==> src/hw/pbi_pkg.sv <==
/*
 * Shared constants for the special-function input block: time bases,
 * timing counts, analogue scaling limits and reset values.
 * Assumes a 100 MHz program clock; all counts derive from that rate.
 */
package pbi_pkg;
	// Clock and timing figures in their own units
	localparam int CLK_PERIOD_NS = 10;
	localparam int PROG_CYCLE_NS = 1000000;
	localparam int HUNDREDTH_NS = 10000000;
	localparam int PROG_CYCLE_CYC = (PROG_CYCLE_NS + CLK_PERIOD_NS - 1)
		/ CLK_PERIOD_NS;
	localparam int HUNDREDTH_CYC = HUNDREDTH_NS / CLK_PERIOD_NS;
	localparam int DIV_W = 20;

	// Time base encodings on the base select port
	localparam logic [1:0] BASE_SEC = 2'h0;
	localparam logic [1:0] BASE_MIN = 2'h1;
	localparam logic [1:0] BASE_HOUR = 2'h2;

	// Hundredths of a second per step of the low time field, then time field radix and limits
	localparam logic [12:0] UNIT_SEC = 13'h0001;
	localparam logic [12:0] UNIT_MIN = 13'h0064;
	localparam logic [12:0] UNIT_HOUR = 13'h1770;
	localparam logic [6:0] HI_RADIX = 7'h64;
	localparam logic [6:0] LO_MAX_SEC = 7'h63;
	localparam logic [6:0] LO_MAX_MIN = 7'h3B;
	localparam logic [6:0] HI_MAX = 7'h63;

	// Frequency gate length in hundredths (one second)
	localparam logic [6:0] FREQ_GATE_HS = 7'h64;

	// Analogue converter codes and scaling limits
	localparam logic [11:0] AIN_FULL_CODE = 12'hFA0;
	localparam logic [11:0] AIN_4MA_CODE = 12'h320;
	localparam logic [10:0] INT_MAX = 11'h3E8;
	localparam logic signed [10:0] GAIN_MIN = -11'sh3E8;
	localparam logic signed [10:0] GAIN_MAX = 11'sh3E8;
	localparam logic signed [14:0] OFFS_MIN = -15'sh2710;
	localparam logic signed [14:0] OFFS_MAX = 15'sh2710;
	localparam logic signed [23:0] GAIN_SCALE = 24'sh000064;

	// Reset values of the parameter store and the pulse counter
	localparam logic signed [10:0] GAIN_RST = 11'sh064;
	localparam logic signed [14:0] OFFS_RST = 15'sh0000;
	localparam logic [6:0] TIME_RST = 7'h00;
	localparam logic [15:0] COUNT_RST = 16'h0000;

	typedef enum logic [1:0] {PBI_TMR_IDLE, PBI_TMR_RUN, PBI_TMR_DONE}
		pbi_tmr_t;
endpackage

==> src/hw/pbi_core.sv <==
/*
 * Special-function block core: set/reset/trigger/count/direction/
 * frequency/enable/invert/clear-all inputs, on-delay timer with three
 * time bases, retention over power loss, parameter protection and the
 * analogue input scaling path.
 * Assumes all inputs synchronous to mclk; powerOk low means supply lost.
 */
`timescale 1ns/1ps
module pbi_core import pbi_pkg::*; #(
	parameter int unsigned PROG_CYC = PROG_CYCLE_CYC,
	parameter int unsigned HS_CYC = HUNDREDTH_CYC
) (
	input wire logic mclk,
	input wire logic srst,
	input wire logic powerOk,
	input wire logic setIn,
	input wire logic rstIn,
	input wire logic trgIn,
	input wire logic cntIn,
	input wire logic dirUp,
	input wire logic freIn,
	input wire logic enIn,
	input wire logic invIn,
	input wire logic clrIn,
	input wire logic retentive,
	input wire logic alwaysRetain,
	input wire logic paramProtect,
	input wire logic paramLoad,
	input wire logic paramFromTool,
	input wire logic [1:0] paramBase,
	input wire logic [6:0] paramHi,
	input wire logic [6:0] paramLo,
	input wire logic signed [10:0] paramGain,
	input wire logic signed [14:0] paramOffset,
	input wire logic currentMode,
	input wire logic liveZero4mA,
	input wire logic [11:0] analogue_input_terminal,
	output logic qOut_r,
	output logic [15:0] countValue_r,
	output logic [15:0] freqValue_r,
	output logic timerBusy_r,
	output logic [10:0] ainInternal_r,
	output logic signed [16:0] scaled_analogue_value_r,
	output logic paramHidden_r,
	output logic paramRejected_r
);

	// Rising edge between the last two program-cycle samples
	function automatic logic rose(input logic now, input logic prev);
		return now & ~prev;
	endfunction

	// Total steps of the time parameter for the chosen base
	function automatic logic [13:0] stepsOf(input logic [1:0] b,
		input logic [6:0] hi, input logic [6:0] lo);
		logic [13:0] r;
		r = 14'h0000;
		if (b == BASE_SEC)
			r = 14'(hi * HI_RADIX) + 14'(lo);
		else
			r = 14'(hi * 7'h3C) + 14'(lo);
		return r;
	endfunction

	// Hundredths per step for the chosen base
	function automatic logic [12:0] unitOf(input logic [1:0] b);
		logic [12:0] u;
		u = UNIT_SEC;
		case (b)
			BASE_MIN: u = UNIT_MIN;
			BASE_HOUR: u = UNIT_HOUR;
			default: u = UNIT_SEC;
		endcase
		return u;
	endfunction

	logic [DIV_W-1:0] progCnt_r;
	logic [DIV_W-1:0] hsCnt_r;
	logic cycleTick_r;
	logic hsTick_r;
	logic pwrPrev_r;
	logic runOk_r;
	logic trgPrev_r, cntPrev_r, frePrev_r;
	logic qState_r;
	pbi_tmr_t tmrState_r;
	logic [13:0] remain_r;
	logic [12:0] unit_r;
	logic [12:0] unitLen_r;
	logic [6:0] gateCnt_r;
	logic [15:0] edgeCnt_r;
	logic [1:0] base_r;
	logic [6:0] timeHi_r, timeLo_r;
	logic signed [10:0] gain_r;
	logic signed [14:0] offset_r;

	logic wipe, doRst, doClr, doRun, timerStart, expire, paramOk, freEdge;
	logic [13:0] startSteps;

	// Power return wipes state unless retention holds it
	assign wipe = powerOk & ~pwrPrev_r & ~(retentive | alwaysRetain);
	assign doRst = cycleTick_r & rstIn;
	assign doClr = cycleTick_r & ~rstIn & enIn & clrIn;
	assign doRun = cycleTick_r & ~rstIn & enIn & ~clrIn;
	assign startSteps = stepsOf(base_r, timeHi_r, timeLo_r);
	assign timerStart = doRun & rose(trgIn, trgPrev_r);
	assign freEdge = doRun & rose(freIn, frePrev_r);
	assign expire = (tmrState_r == PBI_TMR_RUN) & hsTick_r & runOk_r
		& (unit_r == 13'h0000) & (remain_r == 14'h0001);

	// Program-cycle divider; stops while supply is lost
	always_ff @(posedge mclk) begin
		if (srst || !powerOk) begin
			progCnt_r <= '0;
			cycleTick_r <= 1'b0;
		end else if (progCnt_r == DIV_W'(PROG_CYC - 1)) begin
			progCnt_r <= '0;
			cycleTick_r <= 1'b1;
		end else begin
			progCnt_r <= progCnt_r + 1'b1;
			cycleTick_r <= 1'b0;
		end
	end

	// Hundredth divider restarts on trigger so phase adds no error
	always_ff @(posedge mclk) begin
		if (srst || !powerOk || timerStart) begin
			hsCnt_r <= '0;
			hsTick_r <= 1'b0;
		end else if (hsCnt_r == DIV_W'(HS_CYC - 1)) begin
			hsCnt_r <= '0;
			hsTick_r <= 1'b1;
		end else begin
			hsCnt_r <= hsCnt_r + 1'b1;
			hsTick_r <= 1'b0;
		end
	end

	// Input history and per-cycle run permission
	always_ff @(posedge mclk) begin
		if (srst) begin
			pwrPrev_r <= 1'b0;
			runOk_r <= 1'b0;
			trgPrev_r <= 1'b0;
			cntPrev_r <= 1'b0;
			frePrev_r <= 1'b0;
		end else begin
			pwrPrev_r <= powerOk;
			if (cycleTick_r) begin
				runOk_r <= enIn & ~rstIn & ~clrIn;
				trgPrev_r <= trgIn;
				cntPrev_r <= cntIn;
				frePrev_r <= freIn;
			end
		end
	end

	// Switching state of the block
	always_ff @(posedge mclk) begin
		if (srst || wipe || doRst || doClr)
			qState_r <= 1'b0;
		else if (doRun && setIn)
			qState_r <= 1'b1;
		else if (expire)
			qState_r <= 1'b1;
	end

	// Output refresh once per cycle; held while disabled, but the reset input still clears it
	always_ff @(posedge mclk) begin
		if (srst || doRst)
			qOut_r <= 1'b0;
		else if (cycleTick_r && enIn)
			qOut_r <= qState_r ^ invIn;
	end

	// On-delay timer; frozen with the dividers during power loss
	always_ff @(posedge mclk) begin
		if (srst || wipe || doRst || doClr) begin
			tmrState_r <= PBI_TMR_IDLE;
			remain_r <= '0;
			unit_r <= '0;
			unitLen_r <= UNIT_SEC;
			timerBusy_r <= 1'b0;
		end else if (timerStart) begin
			unitLen_r <= unitOf(base_r);
			unit_r <= unitOf(base_r) - 13'h0001;
			remain_r <= startSteps;
			if (startSteps == 14'h0000) begin
				tmrState_r <= PBI_TMR_DONE;
				timerBusy_r <= 1'b0;
			end else begin
				tmrState_r <= PBI_TMR_RUN;
				timerBusy_r <= 1'b1;
			end
		end else begin
			case (tmrState_r)
				PBI_TMR_RUN: begin
					if (hsTick_r && runOk_r) begin
						if (unit_r != 13'h0000) begin
							unit_r <= unit_r - 13'h0001;
						end else if (remain_r == 14'h0001) begin
							remain_r <= '0;
							tmrState_r <= PBI_TMR_DONE;
							timerBusy_r <= 1'b0;
						end else begin
							remain_r <= remain_r - 14'h0001;
							unit_r <= unitLen_r - 13'h0001;
						end
					end
				end
				PBI_TMR_DONE: tmrState_r <= PBI_TMR_DONE;
				default: tmrState_r <= PBI_TMR_IDLE;
			endcase
		end
	end

	// Up/down pulse counter; wraps at the 16-bit limits
	always_ff @(posedge mclk) begin
		if (srst || wipe || doRst || doClr)
			countValue_r <= COUNT_RST;
		else if (doRun && rose(cntIn, cntPrev_r)) begin
			if (dirUp)
				countValue_r <= countValue_r + 16'h0001;
			else
				countValue_r <= countValue_r - 16'h0001;
		end
	end

	// Edges per one-second gate; an edge on the closing clock still counts
	always_ff @(posedge mclk) begin
		if (srst || wipe || doRst || doClr) begin
			gateCnt_r <= '0;
			edgeCnt_r <= '0;
			freqValue_r <= '0;
		end else begin
			if (hsTick_r && gateCnt_r == FREQ_GATE_HS - 7'h01) begin
				gateCnt_r <= '0;
				freqValue_r <= edgeCnt_r + {15'h0000, freEdge};
				edgeCnt_r <= '0;
			end else begin
				if (hsTick_r)
					gateCnt_r <= gateCnt_r + 7'h01;
				if (freEdge)
					edgeCnt_r <= edgeCnt_r + 16'h0001;
			end
		end
	end

	// Parameter store; protection blocks the panel but not the tool
	assign paramOk = (!paramProtect || paramFromTool)
		&& paramHi <= HI_MAX
		&& paramBase != 2'h3
		&& paramLo <= ((paramBase == BASE_SEC) ? LO_MAX_SEC : LO_MAX_MIN)
		&& paramGain >= GAIN_MIN && paramGain <= GAIN_MAX
		&& paramOffset >= OFFS_MIN && paramOffset <= OFFS_MAX;

	always_ff @(posedge mclk) begin
		if (srst) begin
			base_r <= BASE_SEC;
			timeHi_r <= TIME_RST;
			timeLo_r <= TIME_RST;
			gain_r <= GAIN_RST;
			offset_r <= OFFS_RST;
			paramRejected_r <= 1'b0;
			paramHidden_r <= 1'b0;
		end else begin
			paramHidden_r <= paramProtect;
			paramRejected_r <= paramLoad & ~paramOk;
			if (paramLoad && paramOk) begin
				base_r <= paramBase;
				timeHi_r <= paramHi;
				timeLo_r <= paramLo;
				gain_r <= paramGain;
				offset_r <= paramOffset;
			end
		end
	end

	// Analogue conversion to 0..1000, then gain and offset
	logic [11:0] ainBase, ainSpan, ainDiff;
	logic [22:0] ainProd;
	logic [10:0] ainInt;
	logic signed [23:0] gainProd;
	logic signed [23:0] scaledWide;

	always_comb begin
		ainBase = (currentMode && liveZero4mA) ? AIN_4MA_CODE : 12'h000;
		ainSpan = AIN_FULL_CODE - ainBase;
		ainDiff = (analogue_input_terminal > ainBase)
			? analogue_input_terminal - ainBase : 12'h000;
		ainProd = 23'(ainDiff) * 23'(INT_MAX);
		if (ainDiff >= ainSpan)
			ainInt = INT_MAX;
		else
			ainInt = 11'(ainProd / 23'(ainSpan));
		gainProd = $signed({13'h0000, ainInt}) * 24'(gain_r);
		scaledWide = gainProd / GAIN_SCALE + 24'(offset_r);
	end

	// Analogue results refresh once per program cycle
	always_ff @(posedge mclk) begin
		if (srst) begin
			ainInternal_r <= '0;
			scaled_analogue_value_r <= '0;
		end else if (cycleTick_r) begin
			ainInternal_r <= ainInt;
			scaled_analogue_value_r <= scaledWide[16:0];
		end
	end

	property p_reset_clears;
		@(posedge mclk) disable iff (srst)
		(cycleTick_r && rstIn) |=> (!qOut_r && !qState_r && !timerBusy_r);
	endproperty
	a_reset_clears: assert property (p_reset_clears)
		else $error("reset input did not clear the block");

	property p_set_output;
		@(posedge mclk) disable iff (srst)
		(doRun && setIn && powerOk) |=> qState_r;
	endproperty
	a_set_output: assert property (p_set_output)
		else $error("set input did not drive state to one");

	property p_enable_hold;
		@(posedge mclk) disable iff (srst)
		(cycleTick_r && !enIn && !rstIn && !wipe) |=> $stable(countValue_r);
	endproperty
	a_enable_hold: assert property (p_enable_hold)
		else $error("count moved while block disabled");

	property p_count_dir;
		@(posedge mclk) disable iff (srst)
		(doRun && cntIn && !cntPrev_r && !wipe) |=>
		countValue_r == (($past(dirUp)) ? $past(countValue_r) + 16'h0001
			: $past(countValue_r) - 16'h0001);
	endproperty
	a_count_dir: assert property (p_count_dir)
		else $error("count step wrong for direction");

	property p_invert;
		@(posedge mclk) disable iff (srst)
		(cycleTick_r && enIn && !rstIn) |=>
		qOut_r == ($past(qState_r) ^ $past(invIn));
	endproperty
	a_invert: assert property (p_invert)
		else $error("output polarity does not follow invert");

	property p_clear_all;
		@(posedge mclk) disable iff (srst)
		doClr |=> (countValue_r == 16'h0000 && freqValue_r == 16'h0000
			&& tmrState_r == PBI_TMR_IDLE);
	endproperty
	a_clear_all: assert property (p_clear_all)
		else $error("clear-all left internal values");

	property p_saturate;
		@(posedge mclk) disable iff (srst)
		(cycleTick_r && analogue_input_terminal >= AIN_FULL_CODE)
		|=> ainInternal_r == INT_MAX;
	endproperty
	a_saturate: assert property (p_saturate)
		else $error("full-scale input not at 1000");

	property p_protect;
		@(posedge mclk) disable iff (srst)
		(paramLoad && paramProtect && !paramFromTool) |=>
		($stable(gain_r) && $stable(offset_r) && paramRejected_r);
	endproperty
	a_protect: assert property (p_protect)
		else $error("protected parameter changed from panel");

	property p_retain_timer;
		@(posedge mclk) disable iff (srst)
		(powerOk && !pwrPrev_r && (retentive || alwaysRetain))
		|-> ##1 $stable(remain_r);
	endproperty
	a_retain_timer: assert property (p_retain_timer)
		else $error("retentive timer disturbed on power return");

endmodule // pbi_core

==> config.mk <==
export PLATFORM = sky130hd
export DESIGN_NAME = pbi_core
export DESIGN_NICKNAME = d
export VERILOG_FILES = /design/src/hw/pbi_pkg.sv /design/src/hw/pbi_core.sv
export SDC_FILE = /design/constraint.sdc
export NUM_CORES = 1
export LEC_CHECK = 0
export BUFFER_PORTS_ARGS = -buffer_cell sky130_fd_sc_hd__buf_2
export CAP_MARGIN = 20
export CORE_MARGIN = 2
export CORE_UTILIZATION = 69
export CTS_CLUSTER_SIZE = 14
export DETAILED_ROUTE_END_ITERATION = 6
export PLACE_DENSITY = 0.9
export SYNTH_ARGS = -nofsm -noshare
export SYNTH_HDL_FRONTEND = slang
export SYNTH_SLANG_ARGS = --single-unit
==> constraint.sdc <==
create_clock -name mclk -period 80.5 [get_ports mclk]
set_clock_uncertainty 0.1 [all_clocks]
set_input_delay 4.025 -clock mclk [delete_from_list [all_inputs] [get_ports mclk]]
set_output_delay 4.025 -clock mclk [all_outputs]
set_load 0.01 [all_outputs]
==> results.yml, run 1 <==
run_status:
  outcome: "finished, final reports clean"
synth:
  synth_cell_types: 129
  muxShareOfSynthArea_pct: 4.18
  synth_top_area_share_pct: 15.0
  postSynthCellCount: 3606
  synth-seq-cells: 210
  synth_area_um2: 28000
  synth_compound_area_share_pct: 23.6
  synth_area_leaders: "dfxtp_1, ha_1, fa_1"
  synth-simple-area-share_pct: 22.7
  synth_top_area_cell: "dfxtp_1"
  synthAdderAreaFrac_pct: 19.9
  synth_seq_area_share_pct: 15.0
  synth-edff-count: 0
  yosys_most_used_dff: "dfxtp_1"
  yosysWarnings: 0
  synth_top_family_by_area: "compound AO/OA/AOI/OAI gates"
  synthArstFlopShare_pct: 0
  syn_nets: 4039
  synthXorXnorAreaFrac_pct: 8.61
  syn_area_per_cell_um2: 7.76
setup_path:
  max_stage_delay_ns: 0.82
  path_class: "primary input to flop"
  required_ns: 80.87
  r2r-end: "scaled_analogue_value_r[16]$_SDFFE_PP0P_"
  rrSetupSlack_ns: 57.09
  reg2reg_depth: 86
  path_max_fanout: 54
  startpoint_type: "primary input"
  slowest_stage: "or4_1"
  crit_top_cell: "ha_1"
  arrival_ns: 48.08
  rr_startpoint: "gain_r[3]$_SDFFE_PP0P_"
  cp-end-kind: "flop"
route:
  post_drt_wl_per_cell_um: 18.2
  first_pass_iters: 6
  avgViaCountPerCell: 6.50
  postRouteWirelength_mm: 76.0
  vias: 27200
  antenna_left: 0
  drc: 0
  drtIter0Drc: 2624
timing:
  clock.fmax_mhz: 21.0
  finalSetupTns_ns: 0
  setup-violations-final: 0
  worstMarginPinSlew_ns: 1.12
  fin_worst_hold_slack_ns: 0.352
  layout_min_cycle_time_ns: 47.71
  max_slew_margin_pct: 24.5
  hold_viol_final: 0
  min_period_over_period_pct: 59.3
  drv_slew: 0
  rsz0062_at_grt: "no"
floorplan:
  dieArea_um2: 42200
  die_w_um: 205
  start_util_pct: 70.1
  placeableCoreArea_um2: 39900
  io_pins: 137
  num_rows: 73
  die_height_um: 205
min_path:
  hold_path.startpoint: "unitLen_r[10]$_SDFFE_PP0P_"
  worstHoldEndpoint: "unitLen_r[10]$_SDFFE_PP0P_"
  hp-class: "flop to flop"
  holdPathStages: 2
clocking:
  cts_tree: "yes"
  cts_hold_buf: 0
  cts-buffers-inserted: 24
  clkTransAtPathRegs_ns: 0.07
  post_cts_resized: 0
  htree_num_levels: 1
  cts_root_buffer: "clkbuf_16"
  clkSinkCount: 210
  clock_latency_ns: 0.56
  ctsLongestPathBuffers: 3
  cts_setup_buffers: 0
placed_design:
  place_hpwl_mm: 58.3
  gpl.final_weighted_congestion: 0.986
  dpl_cell_area_um2: 28800
  port-buffer-count: 136
finish:
  fillers: 3051
  area_growth_pct: 6.21
  design_area_um2: 29700
  drive_above_1_share_pct: 8.99
  final-seq-area_um2: 4210
  multi_input_area_um2: 22100
  fin_nets: 4067
  final_core_util_pct: 74.4
global_routing:
  overflow: 0
  grt_max_degree: 80
  grt_pass1_wl_mm: 124
  antenna_found_initial: 4
  grtUsageTotal_pct: 35.2
  grt_pass1_vias: 25500
flow_run:
  maxCapViolations: 0
final cells by class:
class / count / area share (%)
antenna: 3 / 0.0253
sequential: 210 / 14.2
tap: 525 / 2.21
timing repair buffer: 160 / 2.88
clock inverter: 11 / 0.510
clock buffer: 31 / 2.28
multi-input combinational: 2960 / 74.4
inverter: 278 / 3.51
how the worst max path moves through the flow:
stage | slack [ns] | startpoint | to | cells past startpoint
2_1_floorplan | 37.10 | currentMode | scaled_analogue_value_r[16]$_SDFFE_PP0P_ | 179
3_3_place_gp | 33.76 | currentMode | scaled_analogue_value_r[16]$_SDFFE_PP0P_ | 163
3_5_place_dp | 32.36 | currentMode | scaled_analogue_value_r[16]$_SDFFE_PP0P_ | 162
4_1_cts | 32.88 | currentMode | scaled_analogue_value_r[16]$_SDFFE_PP0P_ | 162
5_1_grt | 29.87 | currentMode | scaled_analogue_value_r[16]$_SDFFE_PP0P_ | 170
6_report | 32.79 | currentMode | scaled_analogue_value_r[16]$_SDFFE_PP0P_ | 162
synthesized netlist by cell type (49+ instances only):
library cell	instances
fa_1	134
nor3_1	89
xnor2_1	158
ha_1	226
xor2_1	115
and2_1	76
inv_1	275
nor2_1	387
mux2i_1	93
clkbuf_1	115
a31oi_1	49
o21ai_0	124
nand2_1	304
a21oi_1	206
dfxtp_1	210
nand3_1	115
critical path: cells and delay by family:
kind | cells | cell delay [ns]
compound gates | 78 | 20.70
simple gates | 40 | 10.25
fa+ha+maj | 19 | 7.47
xor+xnor | 12 | 2.83
mux | 3 | 1.40
buf+inv | 10 | 1.35
per-stage QoR:
stage                     cells  setup WS (ns)
after floorplan            3606          37.10
after global placement     4129          33.76
after detailed placement   4129          32.36
after CTS                  4171          32.88
after global routing       4177          29.87
final                      4178          32.79
placed cells by master, fill, tap and decap left out, types with 49 or more instances in the layout:
| cell type | count |
|---|---|
| xor2_1 | 115 |
| nor3_1 | 89 |
| fa_1 | 134 |
| mux2i_1 | 93 |
| xnor2_1 | 157 |
| buf_2 | 138 |
| inv_1 | 275 |
| ha_1 | 226 |
| nor2_1 | 387 |
| dfxtp_1 | 209 |
| nand3_1 | 115 |
| a21oi_1 | 206 |
| and2_1 | 75 |
| o21ai_0 | 124 |
| nand2_1 | 303 |
| a31oi_1 | 49 |
cell families (layout without fill, tap and decap cells):
kind of cell               count (synthesis)  count (layout)
adders and majority gates                365             365
and+or+nand+nor                         1293            1293
xor gates and xnor gates                 274             274
other                                      0               3
AOI/OAI and AO/OA                        914             914
buffers and inverters                    436             480
DFF                                      210             210
muxes                                    114             114
flip-flops by register name, indices dropped and copies added, names as in the netlist, 2 cells and up:
register,count
hsCnt_r,20
progCnt_r,20
scaled_analogue_value_r,17
countValue_r,16
edgeCnt_r,16
freqValue_r,16
offset_r,15
remain_r,14
unit_r,13
ainInternal_r,11
gain_r,11
gateCnt_r,7
timeHi_r,7
timeLo_r,7
unitLen_r,4
base_r,2
tmrState_r,2
per-layer routing:
metal,vias up,GRT usage [%],share of wire [%]
li1,13000,-,-
met1,12700,46.9,42
met2,1255,59.0,46
met3,225,5.10,8.9
met4,2,11.0,3.1
met5,-,0,0.017
Power of run 1 is not shown: default switching activity piles up to over one toggle a cycle in this logic, so the estimate is an artifact.
==> run 2, diff against run 1 <==
- ABC_AREA: not set -> 1
- CORE_UTILIZATION: 69 -> 58
- PLACE_DENSITY: 0.9 -> 0.81
- clock period: 80.5 -> 42.5 ns (I/O delays scaled with it)
==> run 2 against run 1 <==
Effect of this change: the flow now finishes with violations (design-rule violations); critical path depth rose by 62; first-iteration DRC count fell by 41%; largest cell class unchanged; worst hold slack gained 0.0043 ns; via count decreased by 10%; synthesized area shrank 4.5%.
==> results.yml, run 2 <==
global_routing:
  grtUsageTotal_pct: 26.8
  grt_pass1_wl_mm: 108
  antenna_found_initial: 1
  overflow: 0
  grt_pass1_vias: 23400
  grt_max_degree: 51
timing:
  drv_slew: 0
  min_period_over_period_pct: 80.6
  worstMarginPinSlew_ns: 1.08
  setup-violations-final: 0
  finalSetupTns_ns: 0
  layout_min_cycle_time_ns: 34.26
  rsz0062_at_grt: "no"
  clock.fmax_mhz: 29.2
  max_slew_margin_pct: 27.3
  hold_viol_final: 0
route:
  drc: 2
  post_drt_wl_per_cell_um: 13.6
  avgViaCountPerCell: 5.29
  postRouteWirelength_mm: 62.8
  antenna_left: 0
  drtIter0Drc: 1548
  first_pass_iters: 7
  vias: 24400
placed_design:
  gpl.final_weighted_congestion: 0.900
  place_hpwl_mm: 50.7
  port-buffer-count: 136
synth:
  synth_area_leaders: "dfxtp_1, ha_1, nand2_1"
  yosysWarnings: 0
  synthArstFlopShare_pct: 0
  synth_common_cells: "nand2_1, inv_1, nor2_1"
  synth_top_area_share_pct: 15.7
  synth-edff-count: 0
  syn_nets: 4315
  synth_top_area_cell: "dfxtp_1"
  syn_area_per_cell_um2: 6.88
  synth-seq-cells: 210
  synth_area_um2: 26700
  postSynthCellCount: 3882
  yosys_most_used_dff: "dfxtp_1"
  synth.most_common_cell: "nand2_1"
  synth_seq_area_share_pct: 15.7
  synth_cell_types: 78
setup_path:
  cp-end-kind: "flop"
  path_class: "primary input to flop"
  startpoint_type: "primary input"
  required_ns: 42.82
  path_max_fanout: 29
  rr_startpoint: "gain_r[4]$_SDFFE_PP0P_"
  arrival_ns: 34.58
  slowest_stage: "a21oi_1"
  r2r-end: "scaled_analogue_value_r[16]$_SDFFE_PP0P_"
  rrSetupSlack_ns: 24.44
  reg2reg_depth: 122
  max_stage_delay_ns: 0.71
  crit_top_cell: "nand2_1"
clocking:
  cts_tree: "yes"
  htree_num_levels: 1
  clkTransAtPathRegs_ns: 0.06
  clock_latency_ns: 0.56
  cts_hold_buf: 0
  cts-buffers-inserted: 26
  ctsLongestPathBuffers: 3
  clkSinkCount: 210
  post_cts_resized: 0
  cts_root_buffer: "clkbuf_16"
  cts_setup_buffers: 0
floorplan:
  num_rows: 78
  start_util_pct: 58.9
  dieArea_um2: 47800
  placeableCoreArea_um2: 45400
  die_w_um: 219
  io_pins: 137
  die_height_um: 219
min_path:
  hp-class: "flop to flop"
  holdPathStages: 2
  hold_path.startpoint: "freqValue_r[9]$_SDFFE_PP0P_"
  worstHoldEndpoint: "freqValue_r[9]$_SDFFE_PP0P_"
finish:
  area_growth_pct: 7.46
  top_regs: "hsCnt_r (20), progCnt_r (20), scaled_analogue_value_r (17)"
  drive_above_1_share_pct: 15.5
  final_cell_mix: "nand2_1, inv_1, nor2_1"
  fin_nets: 4420
  final_common_cell: "nand2_1"
  antenna_cells: 0
  fillers: 4058
flow_run:
  maxCapViolations: 0
run_status:
  violations: "design-rule violations"
  outcome: "complete, but fails checks"
[run 2: cell types whose count changed after synthesis, moves of 64 or more]
cell / before / now
nand2_1: 304 / 718
nand2_2: 1 / 138
nand2_4: 0 / 72
xnor2_1: 158 / 41
o21ai_0: 124 / 201
clkbuf_1: 115 / 51
inv_1: 275 / 673
nand3_1: 115 / 218
mux2i_1: 93 / 1
and2_1: 76 / 4
[run 2: cell type report]
| type | instances | area, um^2 | area share [%] |
|---|---|---|---|
| Clock buffer | 35 | 756 | 2.63 |
| Multi-Input combinational cell | 2859 | 19300 | 67.1 |
| Sequential cell | 210 | 4210 | 14.6 |
| Clock inverter | 12 | 118 | 0.410 |
| Inverter | 743 | 2850 | 9.94 |
| Tap cell | 600 | 751 | 2.61 |
| Timing Repair Buffer | 147 | 768 | 2.68 |
[run 2: cells by family after synthesis]
logic type	count (synthesis)	synth area share [%]
AO/OA/AOI/OAI	527	11.3
buffers and inverters	813	12.2
flip-flops	210	15.7
multiplexers	1	0.0375
AND/OR/NAND/NOR	1809	34.7
adder cells (fa/ha/maj)	360	20.6
XOR/XNOR	162	5.31
[run 2: worst max-delay path by stage]
stage | slack (ns) | cells past startpoint | startpoint | to
after global placement | 8.92 | 222 | currentMode | scaled_analogue_value_r[16]$_SDFFE_PP0P_
after global routing | 4.88 | 228 | currentMode | scaled_analogue_value_r[16]$_SDFFE_PP0P_
after floorplan | 11.79 | 227 | currentMode | scaled_analogue_value_r[16]$_SDFFE_PP0P_
after CTS | 8.35 | 222 | currentMode | scaled_analogue_value_r[16]$_SDFFE_PP0P_
final | 8.24 | 224 | currentMode | scaled_analogue_value_r[16]$_SDFFE_PP0P_
after detailed placement | 7.91 | 222 | currentMode | scaled_analogue_value_r[16]$_SDFFE_PP0P_
[run 2: metrics by stage]
stage	setup slack, ns	hold WS (ns)	cell area, um^2	utilization [%]	instances
floorplan	11.79	0.330	26700	-	3882
global placement	8.92	0.336	27800	61.3	4558
detailed placement	7.91	0.341	27800	61.3	4558
CTS	8.35	0.357	28700	63.2	4605
global route	4.88	0.375	28700	63.3	4606
finish	8.24	0.357	28700	63.3	4606
[run 2: worst max-delay path, delay by kind of cell]
| family | cells | cell delay [ns] |
|---|---|---|
| AOI/OAI and AO/OA | 27 | 4.97 |
| and+or+nand+nor | 153 | 17.37 |
| adders and majority gates | 19 | 7.11 |
| buffers and inverters | 21 | 2.15 |
| xor gates and xnor gates | 4 | 0.65 |
[run 2: layer usage]
metal | up-vias | global-route usage [%] | part of all wire, %
met2 | 545 | 46.6 | 47
met1 | 11200 | 35.4 | 45
met5 | - | 0 | 0.013
met4 | 2 | 6.35 | 2.0
met3 | 85 | 3.02 | 6.0
li1 | 12600 | - | -
Power of run 2 is left out for the same reason.
